<file path="src/rtl/asstx_defines.vh">
// constants for the subtract, swap, mask-test and exclusive-or datapath slice
`ifndef ASSTX_DEFINES_VH
`define ASSTX_DEFINES_VH
// flag register bit positions
`define ASSTX_FLAG_C 7
`define ASSTX_FLAG_Z 6
`define ASSTX_FLAG_S 5
`define ASSTX_FLAG_V 4
`define ASSTX_FLAG_D 3
`define ASSTX_FLAG_H 2
`define ASSTX_FLAGS_RESET 8'h00
// opcode high nibbles of each instruction family
`define ASSTX_OPH_SUB 4'h2
`define ASSTX_OPH_MASK 4'h7
`define ASSTX_OPH_XOR 4'hb
`define ASSTX_OPH_SWAP 4'hf
// opcode low nibbles of each operand form
`define ASSTX_OPL_RR 4'h2
`define ASSTX_OPL_RIR 4'h3
`define ASSTX_OPL_FR 4'h4
`define ASSTX_OPL_FIR 4'h5
`define ASSTX_OPL_IMR 4'h6
`define ASSTX_OPL_IMIR 4'h7
`define ASSTX_OPL_SWR 4'h0
`define ASSTX_OPL_SWIR 4'h1
// cycle counts
`define ASSTX_CYC_WORK 4'h6
`define ASSTX_CYC_FULL 4'ha
`define ASSTX_CYC_SWAP 4'h8
// escape nibble marking a working-register operand
`define ASSTX_WREG_ESC 4'he
`endif

</file>
<file path="src/rtl/asstx_decode.v">
// opcode decoder: operation, operand modes and cycle count
`timescale 1ns/10ps
`include "asstx_defines.vh"
module asstx_decode (
	// opcode in
	input wire [7:0] i_opcode,
	// decode out
	output reg o_valid,
	output reg [3:0] o_op,
	output reg o_src_work,
	output reg o_pointer_operand_mode,
	output reg o_literal_operand_mode,
	output reg o_dst_pointer,
	output reg [3:0] o_cycles
);
	// split the opcode into family and form
	always @* begin
		o_valid = 1'b0;
		o_op = i_opcode[7:4];
		o_src_work = 1'b0;
		o_pointer_operand_mode = 1'b0;
		o_literal_operand_mode = 1'b0;
		o_dst_pointer = 1'b0;
		o_cycles = 4'h0;
		if (i_opcode[7:4] == `ASSTX_OPH_SWAP) begin
			o_valid = (i_opcode[3:1] == 3'h0);
			o_dst_pointer = i_opcode[0];
			o_cycles = `ASSTX_CYC_SWAP;
		end else if (i_opcode[7:4] == `ASSTX_OPH_SUB || i_opcode[7:4] == `ASSTX_OPH_MASK ||
				i_opcode[7:4] == `ASSTX_OPH_XOR) begin
			case (i_opcode[3:0])
			`ASSTX_OPL_RR, `ASSTX_OPL_RIR: begin
				o_valid = 1'b1;
				o_src_work = 1'b1;
				o_pointer_operand_mode = i_opcode[0];
				o_cycles = `ASSTX_CYC_WORK;
			end
			`ASSTX_OPL_FR, `ASSTX_OPL_FIR: begin
				o_valid = 1'b1;
				o_pointer_operand_mode = i_opcode[0];
				o_cycles = `ASSTX_CYC_FULL;
			end
			`ASSTX_OPL_IMR, `ASSTX_OPL_IMIR: begin
				o_valid = 1'b1;
				o_literal_operand_mode = 1'b1;
				o_dst_pointer = i_opcode[0];
				o_cycles = `ASSTX_CYC_FULL;
			end
			default: begin
				o_valid = 1'b0;
			end
			endcase
		end
	end
endmodule // asstx_decode

</file>
<file path="src/rtl/asstx_alu.v">
// eight-bit datapath for subtract, nibble swap, mask test and exclusive or
`timescale 1ns/10ps
`include "asstx_defines.vh"
// Notes on behaviour
// - subtract adds two's complement of source
// - subtract forms take six or ten cycles
// - carry set means borrow out of bit 7
// - half-carry set means borrow from low nibble
// - overflow on opposite signs, result matches source
// - zero, sign follow result; decimal flag forced one
// - swap exchanges nibbles, eight cycles
// - swap sets zero, sign; keeps half, decimal
// - mask test ANDs, destination left untouched
// - mask test sets zero, sign; clears overflow
// - exclusive or stores differing bits
// - exclusive or clears overflow, keeps carry, half, decimal
// - working register operand: escape nibble plus number
module asstx_alu (
	// clock and reset
	input wire i_core_clk,
	input wire i_reset_n,
	// instruction start from the decoder
	input wire i_start,
	input wire [7:0] i_opcode,
	// operand bytes from the register file
	input wire [7:0] i_dst_data,
	input wire [7:0] i_src_data,
	// operand address bytes as fetched
	input wire [7:0] i_dst_addr,
	input wire [7:0] i_src_addr,
	// flag register loaded by other instructions
	input wire i_flags_load,
	input wire [7:0] i_flags_data,
	// results
	output reg o_busy,
	output reg o_done,
	output reg o_illegal,
	output reg o_wr_en,
	output reg [7:0] o_wr_data,
	output reg [7:0] o_flags,
	// operand address decode for the register file
	output reg o_dst_work,
	output reg [3:0] o_dst_wreg,
	output reg o_src_work,
	output reg [3:0] o_src_wreg,
	output reg o_pointer_operand_mode,
	output reg o_literal_operand_mode
);
	// ------------------------------------------------------------
	// states
	// ------------------------------------------------------------
	localparam ST_IDLE = 2'b01;
	localparam ST_RUN = 2'b10;

	// escape-coded operand test, used for both operands
	function is_work;
		input [7:0] addr;
		begin
			is_work = (addr[7:4] == `ASSTX_WREG_ESC);
		end
	endfunction

	// sequencer state, countdown and decoder outputs
	reg [1:0] state;
	reg [3:0] count;
	wire dec_valid;
	wire [3:0] dec_op;
	wire dec_src_work;
	wire dec_ptr;
	wire dec_lit;
	wire dec_dst_ptr;
	wire [3:0] dec_cycles;
	reg [7:0] next_result;
	reg next_wr;
	reg [7:0] next_flags;
	reg [8:0] sum;
	reg [4:0] half;
	// write-back strobe held for the whole instruction
	reg op_writes;

	// ------------------------------------------------------------
	// opcode decode
	// ------------------------------------------------------------
	asstx_decode u_decode (
		.i_opcode(i_opcode),
		.o_valid(dec_valid),
		.o_op(dec_op),
		.o_src_work(dec_src_work),
		.o_pointer_operand_mode(dec_ptr),
		.o_literal_operand_mode(dec_lit),
		.o_dst_pointer(dec_dst_ptr),
		.o_cycles(dec_cycles)
	);

	// ------------------------------------------------------------
	// result and flag computation
	// ------------------------------------------------------------
	always @* begin
		next_result = i_dst_data;
		next_wr = 1'b0;
		next_flags = o_flags;
		// a missing carry out of bit 7 or bit 3 is the borrow
		sum = {1'b0, i_dst_data} + {1'b0, ~i_src_data} + 9'h001;
		half = {1'b0, i_dst_data[3:0]} + {1'b0, ~i_src_data[3:0]} + 5'h01;
		case (dec_op)
		`ASSTX_OPH_SUB: begin
			next_result = sum[7:0];
			next_wr = 1'b1;
			next_flags[`ASSTX_FLAG_C] = ~sum[8];
			next_flags[`ASSTX_FLAG_H] = ~half[4];
			next_flags[`ASSTX_FLAG_V] = (i_dst_data[7] ^ i_src_data[7]) &
				(sum[7] == i_src_data[7]);
			next_flags[`ASSTX_FLAG_Z] = (sum[7:0] == 8'h00);
			next_flags[`ASSTX_FLAG_S] = sum[7];
			next_flags[`ASSTX_FLAG_D] = 1'b1;
		end
		`ASSTX_OPH_SWAP: begin
			next_result = {i_dst_data[3:0], i_dst_data[7:4]};
			next_wr = 1'b1;
			next_flags[`ASSTX_FLAG_Z] = (i_dst_data == 8'h00);
			next_flags[`ASSTX_FLAG_S] = i_dst_data[3];
		end
		`ASSTX_OPH_MASK: begin
			next_result = i_dst_data & i_src_data;
			next_wr = 1'b0;
			next_flags[`ASSTX_FLAG_Z] = ((i_dst_data & i_src_data) == 8'h00);
			next_flags[`ASSTX_FLAG_S] = i_dst_data[7] & i_src_data[7];
			next_flags[`ASSTX_FLAG_V] = 1'b0;
		end
		`ASSTX_OPH_XOR: begin
			next_result = i_dst_data ^ i_src_data;
			next_wr = 1'b1;
			next_flags[`ASSTX_FLAG_Z] = ((i_dst_data ^ i_src_data) == 8'h00);
			next_flags[`ASSTX_FLAG_S] = i_dst_data[7] ^ i_src_data[7];
			next_flags[`ASSTX_FLAG_V] = 1'b0;
		end
		default: begin
			next_wr = 1'b0;
		end
		endcase
	end

	// ------------------------------------------------------------
	// sequencer: data and flags load at start; done and write strobe follow the documented cycle count
	// ------------------------------------------------------------
	always @(posedge i_core_clk or negedge i_reset_n) begin
		if (!i_reset_n) begin
			state <= ST_IDLE;
			count <= 4'h0;
			o_busy <= 1'b0;
			o_done <= 1'b0;
			o_illegal <= 1'b0;
			o_wr_en <= 1'b0;
			o_wr_data <= 8'h00;
			o_flags <= `ASSTX_FLAGS_RESET;
			o_dst_work <= 1'b0;
			o_dst_wreg <= 4'h0;
			o_src_work <= 1'b0;
			o_src_wreg <= 4'h0;
			o_pointer_operand_mode <= 1'b0;
			o_literal_operand_mode <= 1'b0;
		end else begin
			o_done <= 1'b0;
			o_wr_en <= 1'b0;
			o_illegal <= 1'b0;
			case (state)
			ST_IDLE: begin
				if (i_start) begin
					if (dec_valid) begin
						// operands are captured at start; source never written
						o_wr_data <= next_result;
						o_wr_en <= 1'b0;
						o_dst_work <= is_work(i_dst_addr) | dec_src_work;
						o_dst_wreg <= i_dst_addr[3:0];
						o_src_work <= is_work(i_src_addr) | dec_src_work;
						o_src_wreg <= i_src_addr[3:0];
						o_pointer_operand_mode <= dec_ptr | dec_dst_ptr;
						o_literal_operand_mode <= dec_lit;
						count <= dec_cycles - 4'h1;
						o_busy <= 1'b1;
						state <= ST_RUN;
						if (next_wr) begin
							o_wr_data <= next_result;
						end
						o_flags <= next_flags;
						o_wr_en <= 1'b0;
					end else begin
						o_illegal <= 1'b1;
					end
				end else if (i_flags_load) begin
					o_flags <= i_flags_data;
				end
			end
			ST_RUN: begin
				// count down; the last tick raises done with the write strobe
				count <= count - 4'h1;
				if (count == 4'h1) begin
					o_busy <= 1'b0;
					o_done <= 1'b1;
					o_wr_en <= op_writes;
					state <= ST_IDLE;
				end
			end
			default: begin
				state <= ST_IDLE;
			end
			endcase
		end
	end

	// ------------------------------------------------------------
	// remember whether the running instruction writes back
	// ------------------------------------------------------------
	always @(posedge i_core_clk or negedge i_reset_n) begin
		if (!i_reset_n) begin
			op_writes <= 1'b0;
		end else if (state == ST_IDLE && i_start && dec_valid) begin
			op_writes <= next_wr;
		end
	end
endmodule // asstx_alu

</file>
<file path="config.mk">
export PLATFORM = sky130hd
export DESIGN_NAME = asstx_alu
export DESIGN_NICKNAME = d
export VERILOG_FILES = /design/src/rtl/asstx_decode.v /design/src/rtl/asstx_alu.v
export VERILOG_INCLUDE_DIRS = /design/src /design/src/rtl
export SDC_FILE = /design/constraint.sdc
export NUM_CORES = 1
export LEC_CHECK = 0
export BUFFER_PORTS_ARGS = -buffer_cell sky130_fd_sc_hd__buf_2
export CAP_MARGIN = 10
export CORE_UTILIZATION = 47
export DETAILED_ROUTE_END_ITERATION = 16
export PLACE_DENSITY_LB_ADDON = 0.05
export SETUP_SLACK_MARGIN = 0.5
export SLEW_MARGIN = 20
export SYNTH_ARGS = -nofsm -noshare
export SYNTH_HDL_FRONTEND = slang
export SYNTH_SLANG_ARGS = --single-unit
</file>
<file path="constraint.sdc">
create_clock -name i_core_clk -period 1.6 [get_ports i_core_clk]
set_input_delay 0.32 -clock i_core_clk [delete_from_list [all_inputs] [get_ports i_core_clk]]
set_output_delay 0.32 -clock i_core_clk [all_outputs]
set_load 0.02 [all_outputs]
</file>
# Word-level counts from Yosys, hierarchy flattened
# Index checks and enable logic that the tools add are counted.
# classes
add_sub_neg	6
multipliers	0
n_div	0
order_cmp	0
eq_ne	23
shifts	0
mux	45
bitwise_logic	13
n_reduce_logical	26
# ops
operator	n
$logic_not A8 Y1	4
$pmux W8 S4	1
$mux W1	27
$mux W8	3
$eq A4 B3 Y1 const B	5
$eq A4 B4 Y1 const B	4
$mux W4	4
$pmux W4 S2	2
$reduce_and A4 Y1	4
$eq A4 B2 Y1 const B	3
$reduce_and A3 Y1	4
$add A8 B8 Y9	1
$add A9 B1 Y9 const B	1
$and A8 B8 Y8	1
$mux W2	4
$not A8 Y8	1
$pmux W2 S4	1
$reduce_or A4 Y1	2
$sub A4 B1 Y4 const B	2
$xor A8 B8 Y8	1
$ne A2 B2 Y1 const B	3
$reduce_or A2 Y1	3
$reduce_or A6 Y1	1
$add A4 B4 Y5	1
other kinds (20)	30
# word_totals
register_bits	39
latch_bits	0
ram_bits	0
rom_bits	0
input_bits	52
wordCells	131
memories	0

# Depth between registers and ports, before layout
# depth
ltp_word	9
mapped_depth	10

# Cells and area by module
# From an unflattened synthesis, not the netlist that was laid out.
# hier_totals
hier_cells	361
hier_area_um2	2984.1
# modules_own_cells
module	n_inst	cells_each	area_each_um2	seq_area_each_um2
asstx_alu	1	328	2767.7	977.2
asstx_decode	1	33	216.5	0.0

# Worst setup path after synthesis
# Ideal clock, no wire load.
# synth_path
path_kind	input-to-reg
start	input i_dst_data[0]
end	register o_flags[6]
setup_time_ps	128
arrival_ps	1997
required_ps	1472
path_slack_ps	-524
cell_stages	10
n_path_buf	0
cell_sequence	inv_1 ha_1 inv_1 fa_1 a211oi_1 nor2_1 xor2_1 nand4b_1 o41ai_2 mux2_1
# synth_between
elab_chain_cells	6
# synth_lines
element	line_no	rtl
from (decl)	asstx_alu.v:26	input wire [7:0] i_dst_data,
$add A8 B8 Y9	asstx_alu.v:103	sum = {1'b0, i_dst_data} + {1'b0, ~i_src_data} + 9'h001;
$add A9 B1 Y9	asstx_alu.v:103	
$logic_not A8 Y1	asstx_alu.v:113	next_flags[`ASSTX_FLAG_Z] = (sum[7:0] == 8'h00);
$pmux W2 S4 (*)	asstx_alu.v:105	case (dec_op)
$mux W8 (*)	asstx_alu.v:169	if (dec_valid) begin
$mux W8 (*)	asstx_alu.v:168	if (i_start) begin
to (signal assigned)	asstx_alu.v:155	o_flags <= `ASSTX_FLAGS_RESET;
to (signal assigned)	asstx_alu.v:185	o_flags <= next_flags;
to (signal assigned)	asstx_alu.v:191	o_flags <= i_flags_data;
to (decl)	asstx_alu.v:40	output reg [7:0] o_flags,
# Every way passes the cells marked *; elsewhere a longest branch is shown, timed or not. The select of a mux whose other input is x is not followed.
# A chain may end at the register's enable or synchronous reset.

# Worst setup path in the final report
# layout_path
start	input i_dst_data[0]
end	register o_wr_data[6]
# layout_between
elab_chain_cells	3
# layout_lines
element	line_no	rtl
$add A8 B8 Y9	asstx_alu.v:103	
$add A9 B1 Y9	asstx_alu.v:103	
$pmux W8 S4	asstx_alu.v:105	
to (signal assigned)	asstx_alu.v:171	o_wr_data <= next_result;
to (signal assigned)	asstx_alu.v:183	o_wr_data <= next_result;
to (decl)	asstx_alu.v:39	output reg [7:0] o_wr_data,
# Every way passes these cells.

==> impl_metrics.json <==
{
  "outcome": "finished with violations",
  "failed_checks": "setup timing",
  "cp.required_ns": 1.79,
  "p_per_area_nw_per_um2": 869,
  "final_hold_viol_count": 0,
  "yosysWarnings": 0,
  "cts.sinks": 39,
  "design.final.nets": 625,
  "max_cap_violations": 0,
  "totalNegativeSetupSlack_ns": -4.27,
  "maxClockFrequency_ghz": 0.470,
  "final-max-slew-violation-count": 0,
  "post_synth_most_frequent_cells": "47 x sky130_fd_sc_hd__nand2_1, 38 x sky130_fd_sc_hd__dfrtp_1, 31 x sky130_fd_sc_hd__nor2_1, 24 x sky130_fd_sc_hd__o21ai_0, 22 x sky130_fd_sc_hd__inv_1",
  "first_global_vias": 3588,
  "gpl.final_weighted_congestion": 0.921,
  "clock_tree.root_cell": "sky130_fd_sc_hd__clkbuf_8",
  "worstPathMaxFanout": 3,
  "count_of_pins_on_the_block_boundary": 84,
  "final_routed_wirelength_mm": 17.0,
  "fin_total_pwr_mw": 4.86,
  "final_critical_path_time_including_i_o_delays_and_setup_ns": 2.13,
  "routed_via_density": 6.75,
  "detailroute.via_count": 4241,
  "dp.cells": 556,
  "htreeDepth": 2,
  "global_route.overflow_total": 0,
  "initial_utilization_pct": 48.5,
  "die_h_um": 80.2,
  "grt_pass1_wl_mm": 17.8,
  "setup_cp_type": "in -> reg",
  "fin_cells": 628,
  "layout_setup_ws_ns": -0.529,
  "cts_buffer_depth": 2,
  "drtPass1Iterations": 12,
  "clock_insertion_delay_worst_skew_ns": 0.31,
  "worst_hold_path_class": "in -> reg",
  "synth_async_sr_flop_share_pct": 100,
  "leakage_nw": 2.59,
  "rsz0062_at_grt": "yes",
  "worst-slew-pin-transition_ns": 0.510,
  "clock_tree_from_tritoncts": "done",
  "synth.yosys.seq_area_share_pct": 34.0,
  "ir_worst_vdd_mv": 0.753,
  "antenna_cells": 0,
  "cts_made_buffers": 5,
  "dieWidth_um": 80.2,
  "grt_util_all_layers_pct": 37.0,
  "worst_clock_skew_ns": 0.0142,
  "clk_pin_slew_ns": 0.10,
  "synthesis.area_um2": 2870,
  "synthDominantCellAreaShare_pct": 33.1,
  "timing.final.setup_violations": 31,
  "yosysMostFrequentCell": "sky130_fd_sc_hd__nand2_1",
  "route.detailed.wl_per_inst_um": 27.1,
  "die-area_um2": 6430,
  "synth.distinct_cells": 64,
  "avgSynthCellArea_um2": 8.55,
  "area_growth_pct": 94.7,
  "end_kind": "flop",
  "slew_headroom_pct": 65.7,
  "final_min_period_over_clock_period_pct": 133,
  "synth-edff-count": 0,
  "grt_antenna_before_repair": 1,
  "std_cell_rows": 28,
  "grt_max_degree": 40,
  "place.detailed.hpwl_mm": 7.17,
  "placeableCoreArea_um2": 5920,
  "drt_iter0_drc": 605,
  "synthDominantAreaCellType": "sky130_fd_sc_hd__dfrtp_1",
  "synth_fp_nets": 409,
  "synth_area_leaders": "sky130_fd_sc_hd__dfrtp_1 33%, sky130_fd_sc_hd__ha_1 8.7%, sky130_fd_sc_hd__nand2_1 6.1%",
  "drc": 0,
  "worstSetupStartpointType": "input pin",
  "port-buffer-count": 83,
  "post_route_cells_drive_above_1_share_pct": 63.7,
  "synthFlopType": "sky130_fd_sc_hd__dfrtp_1",
  "netlist_instances": 336,
  "crit_arrival_ns": 2.32,
  "synth.ff_latch_count": 39,
  "drtAntennaViolNets": 0
}
## final timing paths
check                           depth (start not counted)            end          start  slack (ns)
worst min-delay path                                    3  o_dst_wreg[3]  i_dst_addr[3]        0.22
min in group asynchronous                               3         o_done      i_reset_n        0.57
worst min register to register                          2      op_writes      op_writes        0.56
max in group asynchronous                               3       state[0]      i_reset_n        0.76
worst max register to register                          5   o_wr_data[6]       state[0]       -0.09
worst max-delay path                                   11   o_wr_data[6]  i_dst_data[0]       -0.53
## report_power, final
| group | switching [mW] | leakage, nW | internal, mW | total, mW |
|---|---|---|---|---|
| logic | 1.26 | 2.06 | 1.30 | 2.56 |
| registers | 0.210 | 0.475 | 1.19 | 1.40 |
| clock network | 0.428 | 0.0581 | 0.466 | 0.894 |
| total | 1.90 | 2.59 | 2.96 | 4.86 |
## per-layer routing
| metal | GRT usage, % | up-vias | part of all wire, % |
|---|---|---|---|
| met2 | 67.6 | 451 | 45 |
| met4 | 20.2 | 0 | 11 |
| met5 | 0 | - | 0 |
| met1 | 39.7 | 1970 | 31 |
| met3 | 7.39 | 194 | 13 |
| li1 | - | 1626 | - |
## sequential cells by signal (all words and copies together) (netlist names), 2 cells and up
name	flops
o_dst_wreg	4
count	4
state	2
o_wr_data	8
o_src_wreg	4
o_flags	8
## critical path, cell delays in order
cell                       delay, ns
sky130_fd_sc_hd__buf_12         0.11
sky130_fd_sc_hd__inv_12         0.04
sky130_fd_sc_hd__ha_4           0.11
sky130_fd_sc_hd__inv_2          0.03
sky130_fd_sc_hd__fa_2           0.37
sky130_fd_sc_hd__a211oi_4       0.29
sky130_fd_sc_hd__o21bai_1       0.14
sky130_fd_sc_hd__a21oi_2        0.24
sky130_fd_sc_hd__xor2_1         0.29
sky130_fd_sc_hd__a21oi_1        0.14
sky130_fd_sc_hd__o22a_1         0.22
## metrics by stage
stage	utilization, %	instance area, µm²	setup WS, ns	hold slack, ns
after floorplan	-	3140	-0.373	0.0244
after global placement	68.9	4080	-0.653	0.304
after detailed placement	68.9	4080	-0.683	0.307
after CTS	86.5	5120	-0.259	0.223
after global routing	94.5	5590	-0.634	0.234
final	94.5	5590	-0.529	0.216
## kinds of logic (layout without fill, tap and decap cells)
group	count (synthesis)	count (layout)	share of synthesized area, %
DFF	39	39	34.0
muxes	4	4	1.52
buffers and inverters	40	257	6.88
xor gates and xnor gates	8	8	2.44
and+or+nand+nor	134	134	23.5
adders and majority gates	22	22	9.76
AOI/OAI and AO/OA	89	89	21.9
## layout by cell type, fill, tap and decap left out, drive strengths merged, types with 5 or more instances in the layout
cell type	instances
a211oi	5
nor2b	6
inv	22
dfrtp	38
nor2	32
o21ai	27
nand3	7
nand2	47
a22oi	5
ha	20
nand2b	8
a22o	5
buf	226
clkbuf	5
a21oi	17
## repair_timing
item,in CTS,in global routing
gates cloned,2,0
gates resized for setup,172,60
hold buffers,1,0
endpoints found under the hold margin,26,0
buffers inserted,35,26
endpoints found under the setup margin,70,71
pin swaps,65,28
## final cells by class
type	count	area (µm²)
sequential	39	977
fill	167	328
tap	75	93.8
multi-input combinational	257	2330
clock inverter	3	43.8
inverter	22	113
timing repair buffer	227	1970
clock buffer	5	68.8
No activity file was read; power rests on OpenSTA's default activity.
